`src/ctm_pkg.sv`:
```
// Package: constants and types of the compact timer
package ctm_pkg;

  // ************************************************
  // Register word indices on the bus
  // ************************************************
  localparam logic [2:0] CTM_IDX_CTRL0 = 3'h0;
  localparam logic [2:0] CTM_IDX_CTRL1 = 3'h1;
  localparam logic [2:0] CTM_IDX_CMPA = 3'h2;
  localparam logic [2:0] CTM_IDX_COUNT = 3'h3;
  localparam logic [2:0] CTM_IDX_FLAGS = 3'h4;

  // ************************************************
  // Field positions
  // ************************************************
  localparam int CTM_C0_PER_LSB = 0;
  localparam int CTM_C0_EN_BIT = 3;
  localparam int CTM_C0_DIV_LSB = 8;
  localparam int CTM_C1_CCLR_BIT = 0;
  localparam int CTM_C1_DPX_BIT = 1;
  localparam int CTM_C1_POL_BIT = 2;
  localparam int CTM_C1_OC_BIT = 3;
  localparam int CTM_C1_FUNC_LSB = 4;
  localparam int CTM_C1_MODE_LSB = 6;
  localparam int CTM_FL_A_BIT = 0;
  localparam int CTM_FL_P_BIT = 1;
  localparam int CTM_FL_PIN_BIT = 2;

  // ************************************************
  // Widths and reset values
  // ************************************************
  localparam int CTM_CNT_W = 10;
  localparam int CTM_PER_W = 3;
  localparam int CTM_DIV_W = 8;
  localparam logic [9:0] CTM_CNT_RST = 10'h000;
  localparam logic [9:0] CTM_CMPA_RST = 10'h000;
  localparam logic [7:0] CTM_CTRL_RST = 8'h00;
  localparam logic [7:0] CTM_DIV_RST = 8'h00;
  localparam logic [6:0] CTM_P_LOW_ZERO = 7'h00;

  // ************************************************
  // Operating modes and pin functions
  // ************************************************
  typedef enum logic [1:0] {
    CTM_MODE_CMP = 2'b00,
    CTM_MODE_RSV = 2'b01,
    CTM_MODE_PWM = 2'b10,
    CTM_MODE_TMR = 2'b11
  } ctm_mode_type;

  typedef enum logic [1:0] {
    CTM_FN_HOLD = 2'b00,
    CTM_FN_LOW = 2'b01,
    CTM_FN_HIGH = 2'b10,
    CTM_FN_TOGGLE = 2'b11
  } ctm_func_type;

endpackage

```
`src/ctm_compare.sv`:
```
// Comparators A and P and the PWM duty compare
`timescale 1ns/100ps
module ctm_compare (
  input wire logic [9:0] cnt,
  input wire logic [9:0] cmp_a,
  input wire logic [2:0] per,
  input wire logic dpx,
  output logic a_hit,
  output logic p_hit,
  output logic duty_on
);

  logic [10:0] nxt;
  logic [10:0] p_len;
  logic [10:0] a_len;
  logic [10:0] duty;

  // ************************************************
  // Match detection on the next count value
  // ************************************************
  assign nxt = {1'b0, cnt} + 11'h001;
  // Period code 0 matches only at overflow
  assign p_len = {(per == 3'h0), per, ctm_pkg::CTM_P_LOW_ZERO};
  assign p_hit = (nxt == p_len);
  // A value 0 never matches
  assign a_hit = (cmp_a != 10'h000) && (nxt == {1'b0, cmp_a});
  assign a_len = (cmp_a == 10'h000) ? 11'h400 : {1'b0, cmp_a};

  // Duty source follows the swap bit
  assign duty = dpx ? p_len : a_len;
  // Duty at or above period keeps it on all period
  assign duty_on = ({1'b0, cnt} < duty);

endmodule // ctm_compare

```
`src/ctm_tick_div.sv`:
```
// Timer clock divider: one-cycle tick every div+1 clocks
`timescale 1ns/100ps
module ctm_tick_div (
  input wire logic clk,
  input wire logic resetn,
  input wire logic restart,
  input wire logic [7:0] div,
  output logic tick
);

  logic [7:0] cnt_reg;

  // ************************************************
  // Prescale counter
  // ************************************************
  // Restart aligns the first tick with the enable edge
  always_ff @(posedge clk) begin
    if (!resetn || restart) begin
      cnt_reg <= ctm_pkg::CTM_DIV_RST;
    end else if (cnt_reg >= div) begin
      cnt_reg <= ctm_pkg::CTM_DIV_RST;
    end else begin
      cnt_reg <= cnt_reg + 8'h01;
    end
  end

  assign tick = resetn && !restart && (cnt_reg >= div);

endmodule // ctm_tick_div

```
`src/ctm_timer.sv`:
```
// Compact 10-bit timer with compare, timer and PWM modes
`timescale 1ns/100ps

// Function
// - Mode bits: 00 compare output, 11 timer/counter, 10 PWM.
// - Compare, clear-select low: clear on P match or overflow; both flags.
// - Clear-select high: clear on A match; only A flag raised.
// - Clear-select high, A zero: overflow at 3FF, no A flag.
// - Compare mode: pin changes only on A flag, never on P.
// - On A match pin goes high, low or toggles; 00 no change.
// - Compare pin function: 00 hold, 01 low, 10 high, 11 toggle.
// - Compare mode: enable rising edge loads pin with initial level.
// - Output-control: initial level in compare, active level in PWM.
// - Timer mode counts like compare mode; pin unused.
// - PWM ignores clear-select; period register clear starts period.
// - Swap bit 0: P is period, A duty; 1 reversed.
// - Period code n gives 128*n timer ticks; code 0 gives 1024.
// - PWM duty at or above period gives 100% output.
// - PWM raises A flag on A match, P flag on P match.
// - PWM pin function enables waveform or forces fixed level.
// - PWM pin function: 00 inactive, 01 active, 10 waveform.
// - PWM counting and flags continue while pin is forced.
// - Polarity bit set inverts final pin output.
// - Timer mode ignores output-control and polarity bits.
module ctm_timer (
  input wire logic clk,
  input wire logic resetn,
  input wire logic [2:0] avs_address,
  input wire logic avs_read,
  input wire logic avs_write,
  input wire logic [31:0] avs_writedata,
  output logic [31:0] avs_readdata,
  output logic avs_waitrequest,
  output logic tp_out,
  output logic tp_oe
);

  // ************************************************
  // Declarations
  // ************************************************
  logic [7:0] ctrl0_reg;
  logic [7:0] ctrl1_reg;
  logic [7:0] div_reg;
  logic [9:0] cmpa_reg;
  logic [9:0] cnt_reg;
  logic [9:0] cnt_next;
  logic en_d_reg;
  logic flag_a_reg;
  logic flag_p_reg;
  logic lvl_reg;
  logic lvl_next;
  logic tp_out_reg;
  logic tp_out_next;
  logic tp_oe_reg;
  logic wait_reg;
  logic [31:0] rdata_reg;
  logic [31:0] rdata_next;

  logic enable;
  logic en_rise;
  logic [2:0] per;
  logic cclr;
  logic dpx;
  logic pol;
  logic oc;
  ctm_pkg::ctm_mode_type mode;
  ctm_pkg::ctm_func_type func;
  logic run;
  logic tick;
  logic step;
  logic a_hit;
  logic p_hit;
  logic duty_on;
  logic clr;
  logic a_evt;
  logic p_evt;
  logic pwm_wave;
  logic pwm_pin;
  logic bus_wr;
  logic bus_rd;
  logic take;
  logic clr_a;
  logic clr_p;

  // ************************************************
  // Field decoding
  // ************************************************
  assign enable = ctrl0_reg[ctm_pkg::CTM_C0_EN_BIT];
  assign per = ctrl0_reg[ctm_pkg::CTM_C0_PER_LSB +: ctm_pkg::CTM_PER_W];
  assign cclr = ctrl1_reg[ctm_pkg::CTM_C1_CCLR_BIT];
  assign dpx = ctrl1_reg[ctm_pkg::CTM_C1_DPX_BIT];
  assign pol = ctrl1_reg[ctm_pkg::CTM_C1_POL_BIT];
  assign oc = ctrl1_reg[ctm_pkg::CTM_C1_OC_BIT];
  // Mode select from the two mode bits
  assign mode = ctm_pkg::ctm_mode_type'(ctrl1_reg[ctm_pkg::CTM_C1_MODE_LSB +: 2]);
  assign func = ctm_pkg::ctm_func_type'(ctrl1_reg[ctm_pkg::CTM_C1_FUNC_LSB +: 2]);

  // ************************************************
  // Enable edge and run qualification
  // ************************************************
  always_ff @(posedge clk) begin
    if (!resetn) begin
      en_d_reg <= 1'b0;
    end else begin
      en_d_reg <= enable;
    end
  end

  assign en_rise = enable && !en_d_reg;
  // Reserved mode code holds the counter
  assign run = enable && (mode != ctm_pkg::CTM_MODE_RSV);

  // ************************************************
  // Timer clock enable
  // ************************************************
  ctm_tick_div u_div (
    .clk(clk),
    .resetn(resetn),
    .restart(en_rise),
    .div(div_reg),
    .tick(tick)
  );

  assign step = run && tick && !en_rise;

  // ************************************************
  // Comparators
  // ************************************************
  ctm_compare u_cmp (
    .cnt(cnt_reg),
    .cmp_a(cmpa_reg),
    .per(per),
    .dpx(dpx),
    .a_hit(a_hit),
    .p_hit(p_hit),
    .duty_on(duty_on)
  );

  // ************************************************
  // Clear source and match events
  // ************************************************
  always_comb begin
    clr = 1'b0;
    a_evt = 1'b0;
    p_evt = 1'b0;
    if (mode == ctm_pkg::CTM_MODE_PWM) begin
      // Period register clears; clear-select unused
      clr = dpx ? a_hit : p_hit;
      a_evt = a_hit;
      p_evt = p_hit;
    end else if (cclr) begin
      clr = a_hit;
      a_evt = a_hit;
      p_evt = 1'b0;
    end else begin
      clr = p_hit;
      a_evt = a_hit;
      p_evt = p_hit;
    end
  end

  // ************************************************
  // 10-bit count-up counter
  // ************************************************
  always_comb begin
    cnt_next = cnt_reg;
    if (en_rise) begin
      cnt_next = ctm_pkg::CTM_CNT_RST;
    end else if (step) begin
      if (clr) begin
        cnt_next = ctm_pkg::CTM_CNT_RST;
      end else begin
        cnt_next = cnt_reg + 10'h001;
      end
    end
  end

  always_ff @(posedge clk) begin
    if (!resetn) begin
      cnt_reg <= ctm_pkg::CTM_CNT_RST;
    end else begin
      cnt_reg <= cnt_next;
    end
  end

  // ************************************************
  // Match flags, set wins over software clear
  // ************************************************
  assign clr_a = take && bus_wr && (avs_address == ctm_pkg::CTM_IDX_FLAGS)
    && avs_writedata[ctm_pkg::CTM_FL_A_BIT];
  assign clr_p = take && bus_wr && (avs_address == ctm_pkg::CTM_IDX_FLAGS)
    && avs_writedata[ctm_pkg::CTM_FL_P_BIT];

  always_ff @(posedge clk) begin
    if (!resetn) begin
      flag_a_reg <= 1'b0;
    end else if (step && a_evt) begin
      flag_a_reg <= 1'b1;
    end else if (clr_a) begin
      flag_a_reg <= 1'b0;
    end
  end

  always_ff @(posedge clk) begin
    if (!resetn) begin
      flag_p_reg <= 1'b0;
    end else if (step && p_evt) begin
      flag_p_reg <= 1'b1;
    end else if (clr_p) begin
      flag_p_reg <= 1'b0;
    end
  end

  // ************************************************
  // Compare mode pin level
  // ************************************************
  always_comb begin
    lvl_next = lvl_reg;
    if (en_rise) begin
      lvl_next = oc;
    end else if (step && a_evt && (mode == ctm_pkg::CTM_MODE_CMP)) begin
      // Only A flag events move the pin
      case (func)
        ctm_pkg::CTM_FN_LOW: lvl_next = 1'b0;
        ctm_pkg::CTM_FN_HIGH: lvl_next = 1'b1;
        ctm_pkg::CTM_FN_TOGGLE: lvl_next = !lvl_reg;
        default: lvl_next = lvl_reg;
      endcase
    end
  end

  always_ff @(posedge clk) begin
    if (!resetn) begin
      lvl_reg <= 1'b0;
    end else begin
      lvl_reg <= lvl_next;
    end
  end

  // ************************************************
  // PWM waveform and pin forcing
  // ************************************************
  // Active level chosen by output-control
  assign pwm_wave = duty_on ? oc : !oc;

  always_comb begin
    case (func)
      ctm_pkg::CTM_FN_LOW: pwm_pin = oc;
      ctm_pkg::CTM_FN_HIGH: pwm_pin = pwm_wave;
      default: pwm_pin = !oc;
    endcase
  end

  // ************************************************
  // Output pin register
  // ************************************************
  always_comb begin
    tp_out_next = 1'b0;
    case (mode)
      ctm_pkg::CTM_MODE_CMP: tp_out_next = lvl_reg ^ pol;
      ctm_pkg::CTM_MODE_PWM: tp_out_next = pwm_pin ^ pol;
      default: tp_out_next = 1'b0;
    endcase
  end

  always_ff @(posedge clk) begin
    if (!resetn) begin
      tp_out_reg <= 1'b0;
      tp_oe_reg <= 1'b0;
    end else begin
      tp_out_reg <= tp_out_next;
      // Pin released in timer mode
      tp_oe_reg <= (mode == ctm_pkg::CTM_MODE_CMP) ||
        (mode == ctm_pkg::CTM_MODE_PWM);
    end
  end

  assign tp_out = tp_out_reg;
  assign tp_oe = tp_oe_reg;

  // ************************************************
  // Avalon-MM slave: one wait state per access
  // ************************************************
  assign bus_wr = avs_write && !avs_read;
  assign bus_rd = avs_read && !avs_write;
  // Request completes on the edge with waitrequest low
  assign take = (bus_wr || bus_rd) && !wait_reg;

  always_ff @(posedge clk) begin
    if (!resetn) begin
      wait_reg <= 1'b1;
    end else if ((bus_wr || bus_rd) && wait_reg) begin
      wait_reg <= 1'b0;
    end else begin
      wait_reg <= 1'b1;
    end
  end

  // Register writes
  always_ff @(posedge clk) begin
    if (!resetn) begin
      ctrl0_reg <= ctm_pkg::CTM_CTRL_RST;
      div_reg <= ctm_pkg::CTM_DIV_RST;
      ctrl1_reg <= ctm_pkg::CTM_CTRL_RST;
      cmpa_reg <= ctm_pkg::CTM_CMPA_RST;
    end else if (take && bus_wr) begin
      if (avs_address == ctm_pkg::CTM_IDX_CTRL0) begin
        ctrl0_reg <= avs_writedata[7:0];
        div_reg <= avs_writedata[ctm_pkg::CTM_C0_DIV_LSB +: ctm_pkg::CTM_DIV_W];
      end else if (avs_address == ctm_pkg::CTM_IDX_CTRL1) begin
        ctrl1_reg <= avs_writedata[7:0];
      end else if (avs_address == ctm_pkg::CTM_IDX_CMPA) begin
        cmpa_reg <= avs_writedata[ctm_pkg::CTM_CNT_W-1:0];
      end
    end
  end

  // Read data mux, unmapped reads as zero
  always_comb begin
    rdata_next = 32'h00000000;
    if (avs_address == ctm_pkg::CTM_IDX_CTRL0) begin
      rdata_next[31:16] = 16'h0000;
      rdata_next[7:4] = 4'h0;
      rdata_next[3:0] = ctrl0_reg[3:0];
      rdata_next[15:8] = div_reg;
    end else if (avs_address == ctm_pkg::CTM_IDX_CTRL1) begin
      rdata_next[7:0] = ctrl1_reg;
    end else if (avs_address == ctm_pkg::CTM_IDX_CMPA) begin
      rdata_next[9:0] = cmpa_reg;
    end else if (avs_address == ctm_pkg::CTM_IDX_COUNT) begin
      rdata_next[9:0] = cnt_reg;
    end else if (avs_address == ctm_pkg::CTM_IDX_FLAGS) begin
      rdata_next[ctm_pkg::CTM_FL_A_BIT] = flag_a_reg;
      rdata_next[ctm_pkg::CTM_FL_P_BIT] = flag_p_reg;
      rdata_next[ctm_pkg::CTM_FL_PIN_BIT] = tp_out_reg;
    end
  end

  // Read data captured while waitrequest is high
  always_ff @(posedge clk) begin
    if (!resetn) begin
      rdata_reg <= 32'h00000000;
    end else if (bus_rd && wait_reg) begin
      rdata_reg <= rdata_next;
    end
  end

  assign avs_readdata = rdata_reg;
  assign avs_waitrequest = wait_reg;

endmodule // ctm_timer

```
`config.mk`:
```
export PLATFORM = sky130hd
export DESIGN_NAME = ctm_timer
export DESIGN_NICKNAME = d
export VERILOG_FILES = /design/src/ctm_pkg.sv /design/src/ctm_compare.sv /design/src/ctm_tick_div.sv /design/src/ctm_timer.sv
export SDC_FILE = /design/constraint.sdc
export NUM_CORES = 1
export LEC_CHECK = 0
export BUFFER_PORTS_ARGS = -buffer_cell sky130_fd_sc_hd__buf_2
export CAP_MARGIN = 20
export CORE_MARGIN = 3
export CORE_UTILIZATION = 50
export CTS_CLUSTER_DIAMETER = 80
export CTS_CLUSTER_SIZE = 28
export DETAILED_ROUTE_END_ITERATION = 10
export GPL_ROUTABILITY_DRIVEN = 0
export PLACE_DENSITY_LB_ADDON = 0.25
export SLEW_MARGIN = 20
export SYNTH_ARGS = -nofsm -noshare
export SYNTH_HDL_FRONTEND = slang
export SYNTH_SLANG_ARGS = --single-unit
export TNS_END_PERCENT = 5
```
`constraint.sdc`:
```
create_clock -name clk -period 7.2 [get_ports clk]
set_clock_uncertainty 0.2 [all_clocks]
set_input_delay 0.36 -clock clk [delete_from_list [all_inputs] [get_ports clk]]
set_output_delay 0.36 -clock clk [all_outputs]
set_load 0.01 [all_outputs]
```
* Word level (Yosys, flattened, before mapping)
Cells that the tools add are included.
** Word-level totals
- Bits in registers :: 87
- Output and inout port bits :: 35
- Logic and storage cells :: 107
** Operators by class
- Add/sub/neg operators :: 3
- $lt $le $gt $ge :: 2
- Eq/ne operators :: 11
- Mux-type cells :: 27
- Bitwise gates (word level) :: 5
- Reduce and logical (&&, ||, !) cells :: 45
** Operator list (number)
- 10-bit two-way mux :: 3
- 11-bit two-way mux :: 2
- 1-bit logical AND :: 19
- 1-bit two-way mux :: 13
- 10-bit by 1-bit adder with 11-bit output (second input constant) :: 1
- 11-bit by 10-bit == test with 1-bit output :: 1
- 11-bit == test :: 1
- 10-bit by 11-bit < comparator with 1-bit output :: 1
- 10-bit by 1-bit adder with 10-bit output (second input constant) :: 1
- 10-bit logical NOT :: 1
- 10-bit nonzero test :: 1
- 8-bit by 1-bit adder with 8-bit output (second input constant) :: 1
- 8-bit >= comparator :: 1
- 1-bit logical NOT :: 8
- 8-bit two-way mux :: 1
- 7-bit two-way mux :: 1
- 2-bit == test (second input constant) :: 3
- 3-bit by 2-bit == test with 1-bit output (second input constant) :: 2
- 3-bit logical NOT :: 2
- 3-bit two-way mux :: 2
- 6-bit two-way mux :: 1
- 2-bit nonzero test :: 3
- 1-bit one-hot mux with 2 select lines :: 2
- 2-bit AND reduction :: 2
- 14 further kinds :: 20

* Depth between registers and ports, before layout
- Depth after elaboration :: 11
- Depth in mapped cells :: 11
- Mapped depth without buffers :: 11

* By module
A second synthesis with hierarchy kept.
** Second synthesis, totals
- Cell total of the unflattened synthesis :: 502
- Area, all modules :: 4337.9 um2
** Modules (own cells, without submodules)
- ctm_timer :: times used 1, cells each 341, area an instance 3071.7 um2, seq. area each 1261.2 um2
- ctm_compare :: times used 1, cells each 101, area an instance 749.5 um2, seq. area each 0.0 um2
- ctm_tick_div :: times used 1, cells each 60, area an instance 516.7 um2, seq. area each 160.2 um2

* Worst setup path before layout
OpenSTA, ideal clock, no wires.
- Path kind :: register to register
- Start point :: register cmpa_reg[6]
- End point :: register tp_out_reg (netlist: tp_out)
- Arrival :: 2237 ps
- Required time :: 6884 ps
- Setup slack :: 4647 ps
- Cell stages (with the launch flop) :: 12
- Path through :: dfxtp_1 nor4_1 a31oi_1 nand2_1 ha_1 a21oi_1 o21ai_0 a21oi_1 a211oi_1 mux2_1 nor3_1 and3b_1
** Between the ends
- Longest elaborated chain between the ends :: 8
** RTL lines
- start, declared :: RTL line ctm_timer.sv:44 : logic [9:0] cmpa_reg;
- start signal, assigned :: RTL line ctm_timer.sv:305 : cmpa_reg <= ctm_pkg::CTM_CMPA_RST;
- start signal, assigned :: RTL line ctm_timer.sv:313 : cmpa_reg <= avs_writedata[ctm_pkg::CTM_CNT_W-1:0];
- 10-bit logical NOT :: RTL line ctm_compare.sv:27 : assign a_len = (cmp_a == 10'h000) ? 11'h400 : {1'b0, cmp_a};
- 11-bit two-way mux * :: RTL line ctm_compare.sv:27
- 11-bit two-way mux * :: RTL line ctm_compare.sv:30 : assign duty = dpx ? p_len : a_len;
- 10-bit by 11-bit < comparator with 1-bit output * :: RTL line ctm_compare.sv:32 : assign duty_on = ({1'b0, cnt} < duty);
- 1-bit two-way mux * :: RTL line ctm_timer.sv:244 : assign pwm_wave = duty_on ? oc : !oc;
- 1-bit one-hot mux with 2 select lines * :: RTL line ctm_timer.sv:247 : case (func)
- 1-bit XOR * :: RTL line ctm_timer.sv:261 : ctm_pkg::CTM_MODE_PWM: tp_out_next = pwm_pin ^ pol;
- 1-bit one-hot mux with 2 select lines * :: RTL line ctm_timer.sv:259 : case (mode)
- end signal, assigned :: RTL line ctm_timer.sv:271 : tp_out_reg <= tp_out_next;
- end, declared :: RTL line ctm_timer.sv:52 : logic tp_out_reg;
Every way passes the cells marked *; elsewhere a longest branch is shown, timed or not.
A chain may end at the register's enable or synchronous reset.

* Worst setup path after layout
- Start point :: input resetn
- End point :: register lvl_reg
** Between the ends
- Longest elaborated chain between the ends :: 8
** RTL lines
- start, declared :: RTL line ctm_timer.sv:27 : input wire logic resetn,
- 1-bit logical AND (2 in series) :: RTL line ctm_tick_div.sv:27 : assign tick = resetn && !restart && (cnt_reg >= div);
- 1-bit logical AND (2 in series) :: RTL line ctm_timer.sv:124 : assign step = run && tick && !en_rise;
- 1-bit logical AND (2 in series) :: RTL line ctm_timer.sv:221 : end else if (step && a_evt && (mode == ctm_pkg::CTM_MODE_CMP)) begin
- 2-bit nonzero test (no source line)
- 2-bit AND reduction (no source line)
- end signal, assigned :: RTL line ctm_timer.sv:236 : lvl_reg <= lvl_next;
- end, declared :: RTL line ctm_timer.sv:50 : logic lvl_reg;
Parallel ways exist; a longest one is shown, timed or not.

==> flow_summary.toml <==
[critical_path]
capturing_element_of_the_worst_setup_path = "lvl_reg$_SDFFE_PN0P_"
ff2ff_path_depth = 7
worstReg2RegStart = "cnt_reg[0]$_SDFFE_PP0P_"
end_kind = "flip-flop"
critical_path_required_ps = 7290
worst-path-stages = 7
cp-startpoint = "resetn"
crit_path_start_kind = "primary input"
worstPathArrival_ps = 3160
critical_register_to_register_path_endpoint = "cnt_reg[0]$_SDFFE_PP0P_"
cp_slowest_cell = "sky130_fd_sc_hd__a2111oi_0"
cpPeakStageDelay_ps = 820
crit_buf_inv = 1
critical_path_peak_fanout = 47
crit_family = "compound AO/OA/AOI/OAI gates"
worst_setup_path_category = "primary input to flip-flop"
cp_cell_sequence = "buf_2 > o21ai_1 > a2111oi_0 > and2_1 > nand4_1 > mux2_4 > o21ai_2"
r2r_slack_ps = 4220

[global_routing]
grt_start_max_net_pins = 48
grt_antenna_before_repair = 0
global_route.overflow_total = 0
wire_length_of_the_first_global_routing_pass_mm = 16.88
grt_pass1_vias = 3364
gr-usage-all-layers_pct = 21.07

[die]
fp.coreArea_um2 = 8464
die_h_um = 100.6
floorplan.rows = 33
initial_core_util_pct = 52.82
io-pin-count = 74
fp.dieArea_um2 = 10110
dieWidth_um = 100.6

[timing]
hold-worst-slack_ps = 51.92
fin_setup_tns_ps = 0
report.final.hold_viol_count = 0
rsz0062_at_grt = "no"
finalWorstSetupSlack_ps = 4129
worstMarginPinSlew_ps = 826.6
timing.slew.headroom_pct = 43.47
post-route-period-util_pct = 42.65
setup_viol_count_final = 0
finalCriticalPeriod_ps = 3071
final_max_slew_viol_count = 0
fmax_ghz = 0.3256

[routing]
dr.pass1.iters = 4
drtIter0Drc = 222
route.vias.total = 3618
wl_mm = 10.36
route.antenna.remaining_nets = 0
drt_drc_violations_left = 0
via_per_inst = 5.671
route.detailed.wl_per_inst_um = 16.24

[hold_path]
worst_hold_path_type = "primary input to flip-flop"
min_delay_path_depth = 3

[clock_tree]
tritoncts = "done"
insertion_delay_ps = 360
cts-hold-fix-buffers = 0
clock_buffer_depth = 2
numCtsBuffers = 9
clock-sinks = 71
clockRootBuffer = "sky130_fd_sc_hd__clkbuf_8"
cts_clock_pin_slew_for_the_worst_setup_and_hold_paths_ps = 80
cts_repair_resize_count = 0
cts_post_setup_buffers_inserted = 0
h-tree-depth = 3

[power_and_ir_drop]
share_comb_of_total_power_pct = 5.3
p_leak_nw = 2.040
switching_share_pct = 23.91
pwr_density_cell_nw_per_um2 = 166.4
power.internal_w = 0.0006073
peakVddDrop_mv = 0.1096
power_frac_seq_pct = 49.6
power_switching_w = 0.0001909
power_frac_clock_pct = 45.1

[logic_synthesis]
postSynthCellCount = 508
synthArstFlopShare_pct = 0
ys.flop_type = "sky130_fd_sc_hd__dfxtp_1"
per_instance_average_area_after_synthesis_um2 = 8.800
synth.cell_area_um2 = 4471
netlist-cell-type-count = 62
synth_edf_count = 0
postSynthRegisterBits = 71
synth-warning-count = 0
yosys-top-cells-area = "sky130_fd_sc_hd__dfxtp_1 32%, sky130_fd_sc_hd__mux2i_1 8.7%, sky130_fd_sc_hd__ha_1 6.7%, sky130_fd_sc_hd__nor2b_1 6.4%, sky130_fd_sc_hd__nand2_1 3.9%"
yosysTopAreaCellShare_pct = 31.79
synth.yosys.seq_area_share_pct = 31.79
synth_largest_area_cell = "sky130_fd_sc_hd__dfxtp_1"

[job]
drv_cap = 0

[place]
detailedPlacementHpwl_mm = 7.652
placement.io_buffers = 41
dp_worst_setup_slack_ps = 3912

[outcome]
outcome = "finished, final reports clean"

[finish]
antenna-diode-count = 0
layout-area-overhead-vs-synth_pct = 7.305
post_route_cells_drive_above_1_share_pct = 14.82
layout.core_utilization_pct = 56.67
largest_register_ffs = 16
design.final.nets = 591
-- layout by cell type (no fill, tap or decap), types with 3 or more instances in the layout --
| cell | instances |
|---|---|
| sky130_fd_sc_hd__clkbuf_8 | 9 |
| sky130_fd_sc_hd__mux4_2 | 3 |
| sky130_fd_sc_hd__a21oi_1 | 14 |
| sky130_fd_sc_hd__a22o_1 | 4 |
| sky130_fd_sc_hd__dfxtp_1 | 71 |
| sky130_fd_sc_hd__nor3b_1 | 4 |
| sky130_fd_sc_hd__xor2_1 | 10 |
| sky130_fd_sc_hd__nor2_1 | 24 |
| sky130_fd_sc_hd__xnor2_1 | 10 |
| sky130_fd_sc_hd__buf_2 | 41 |
| sky130_fd_sc_hd__a311oi_1 | 3 |
| sky130_fd_sc_hd__nand3_1 | 23 |
| sky130_fd_sc_hd__conb_1 | 16 |
| sky130_fd_sc_hd__a22oi_1 | 8 |
| sky130_fd_sc_hd__nand3_2 | 3 |
| sky130_fd_sc_hd__mux2_2 | 4 |
| sky130_fd_sc_hd__nor2b_1 | 46 |
| sky130_fd_sc_hd__inv_1 | 19 |
| sky130_fd_sc_hd__a211oi_1 | 5 |
| sky130_fd_sc_hd__a21o_1 | 4 |
| sky130_fd_sc_hd__a2111oi_0 | 3 |
| sky130_fd_sc_hd__and2_1 | 3 |
| sky130_fd_sc_hd__nand3b_1 | 4 |
| sky130_fd_sc_hd__nor3_1 | 10 |
| sky130_fd_sc_hd__ha_1 | 24 |
| sky130_fd_sc_hd__nand2_1 | 47 |
| sky130_fd_sc_hd__mux2i_1 | 39 |
| sky130_fd_sc_hd__o31ai_1 | 3 |
| sky130_fd_sc_hd__and4_1 | 3 |
| sky130_fd_sc_hd__nand4_1 | 12 |
| sky130_fd_sc_hd__nand2b_1 | 7 |
| sky130_fd_sc_hd__nor4_1 | 3 |
| sky130_fd_sc_hd__o21ai_0 | 9 |
| sky130_fd_sc_hd__xor2_2 | 3 |
-- worst reg2reg max path: cells and delay by family (launching register included) --
family | cells | cell delay (ps)
AO/OA/AOI/OAI | 2 | 520
AND/OR/NAND/NOR | 4 | 1190
adder cells (fa/ha/maj) | 1 | 430
flip-flops | 1 | 530
-- per-stage QoR --
| stage | total power (W) | area, um^2 | std cells |
|---|---|---|---|
| final | 0.0007982 | 4797 | 638 |
| after global routing | 0.0008254 | 4797 | 638 |
| after CTS | 0.0008028 | 4797 | 638 |
| after detailed placement | 0.0004476 | 4577 | 622 |
| after global placement | 0.0004470 | 4577 | 622 |
| after floorplan | 0.0004400 | 4527 | 523 |
-- power groups by stage --
stage          Sequential [W]  Combinational [W]  Clock, W
2_1_floorplan        0.000406          0.0000342         0
3_3_place_gp         0.000405          0.0000416         0
3_5_place_dp         0.000405          0.0000421         0
4_1_cts              0.000396          0.0000422  0.000364
5_1_grt              0.000397          0.0000476  0.000381
6_report             0.000396          0.0000423  0.000360
-- layout make-up --
| class | instances | area (um^2) |
|---|---|---|
| Sequential cell | 71 | 1421 |
| Tap cell | 105 | 131.4 |
| Multi-Input combinational cell | 386 | 2748 |
| Fill cell | 818 | 3667 |
| Clock inverter | 6 | 92.59 |
| Clock buffer | 10 | 127.6 |
| Inverter | 19 | 71.32 |
| Timing Repair Buffer | 41 | 205.2 |
-- worst min-delay path by stage --
| stage | start | endpoint | slack [ps] |
|---|---|---|---|
| 3_5_place_dp | avs_readdata[10]$_SDFFE_PN0P_ | avs_readdata[10]$_SDFFE_PN0P_ | 240 |
| 5_1_grt | avs_writedata[15] | div_reg[7]$_SDFFE_PN0P_ | 70 |
| 4_1_cts | avs_writedata[11] | div_reg[3]$_SDFFE_PN0P_ | 50 |
| 2_1_floorplan | u_div.cnt_reg[0]$_SDFF_PP0_ | u_div.cnt_reg[0]$_SDFF_PP0_ | 240 |
| 3_3_place_gp | avs_waitrequest$_SDFF_PN1_ | avs_waitrequest$_SDFF_PN1_ | 230 |
| 6_report | avs_writedata[11] | div_reg[3]$_SDFFE_PN0P_ | 50 |
-- synth_stat cells, drive strengths merged (7+ instances only) --
| master | number |
|---|---|
| inv | 19 |
| a22oi | 8 |
| nand2b | 7 |
| o21ai | 12 |
| nand3 | 26 |
| nor2b | 46 |
| mux2i | 39 |
| nor2 | 25 |
| nand2 | 47 |
| clkbuf | 15 |
| dfxtp | 71 |
| a21oi | 14 |
| nand4 | 12 |
| xnor2 | 10 |
| buf | 32 |
| nor3 | 10 |
| ha | 24 |
| xor2 | 13 |
-- kinds of logic (layout without fill, tap and decap cells) --
group	count (synthesis)	in the layout	share of synthesized area (%)
AO/OA/AOI/OAI	71	71	11.31
XOR/XNOR	23	23	5.010
adder cells (fa/ha/maj)	24	24	6.717
buffers and inverters	66	76	8.004
flip-flops	71	71	31.79
multiplexers	48	48	11.84
other	1	16	0.08388
AND/OR/NAND/NOR	204	204	25.25
-- per-layer routing --
layer / wire length (um) / GRT usage (%)
met5: 0 / 0
met2: 4646 / 31.60
met3: 573 / 4.221
met1: 4885 / 29.58
met4: 254 / 8.601
Note: power is estimated with default switching activity, not from simulation.
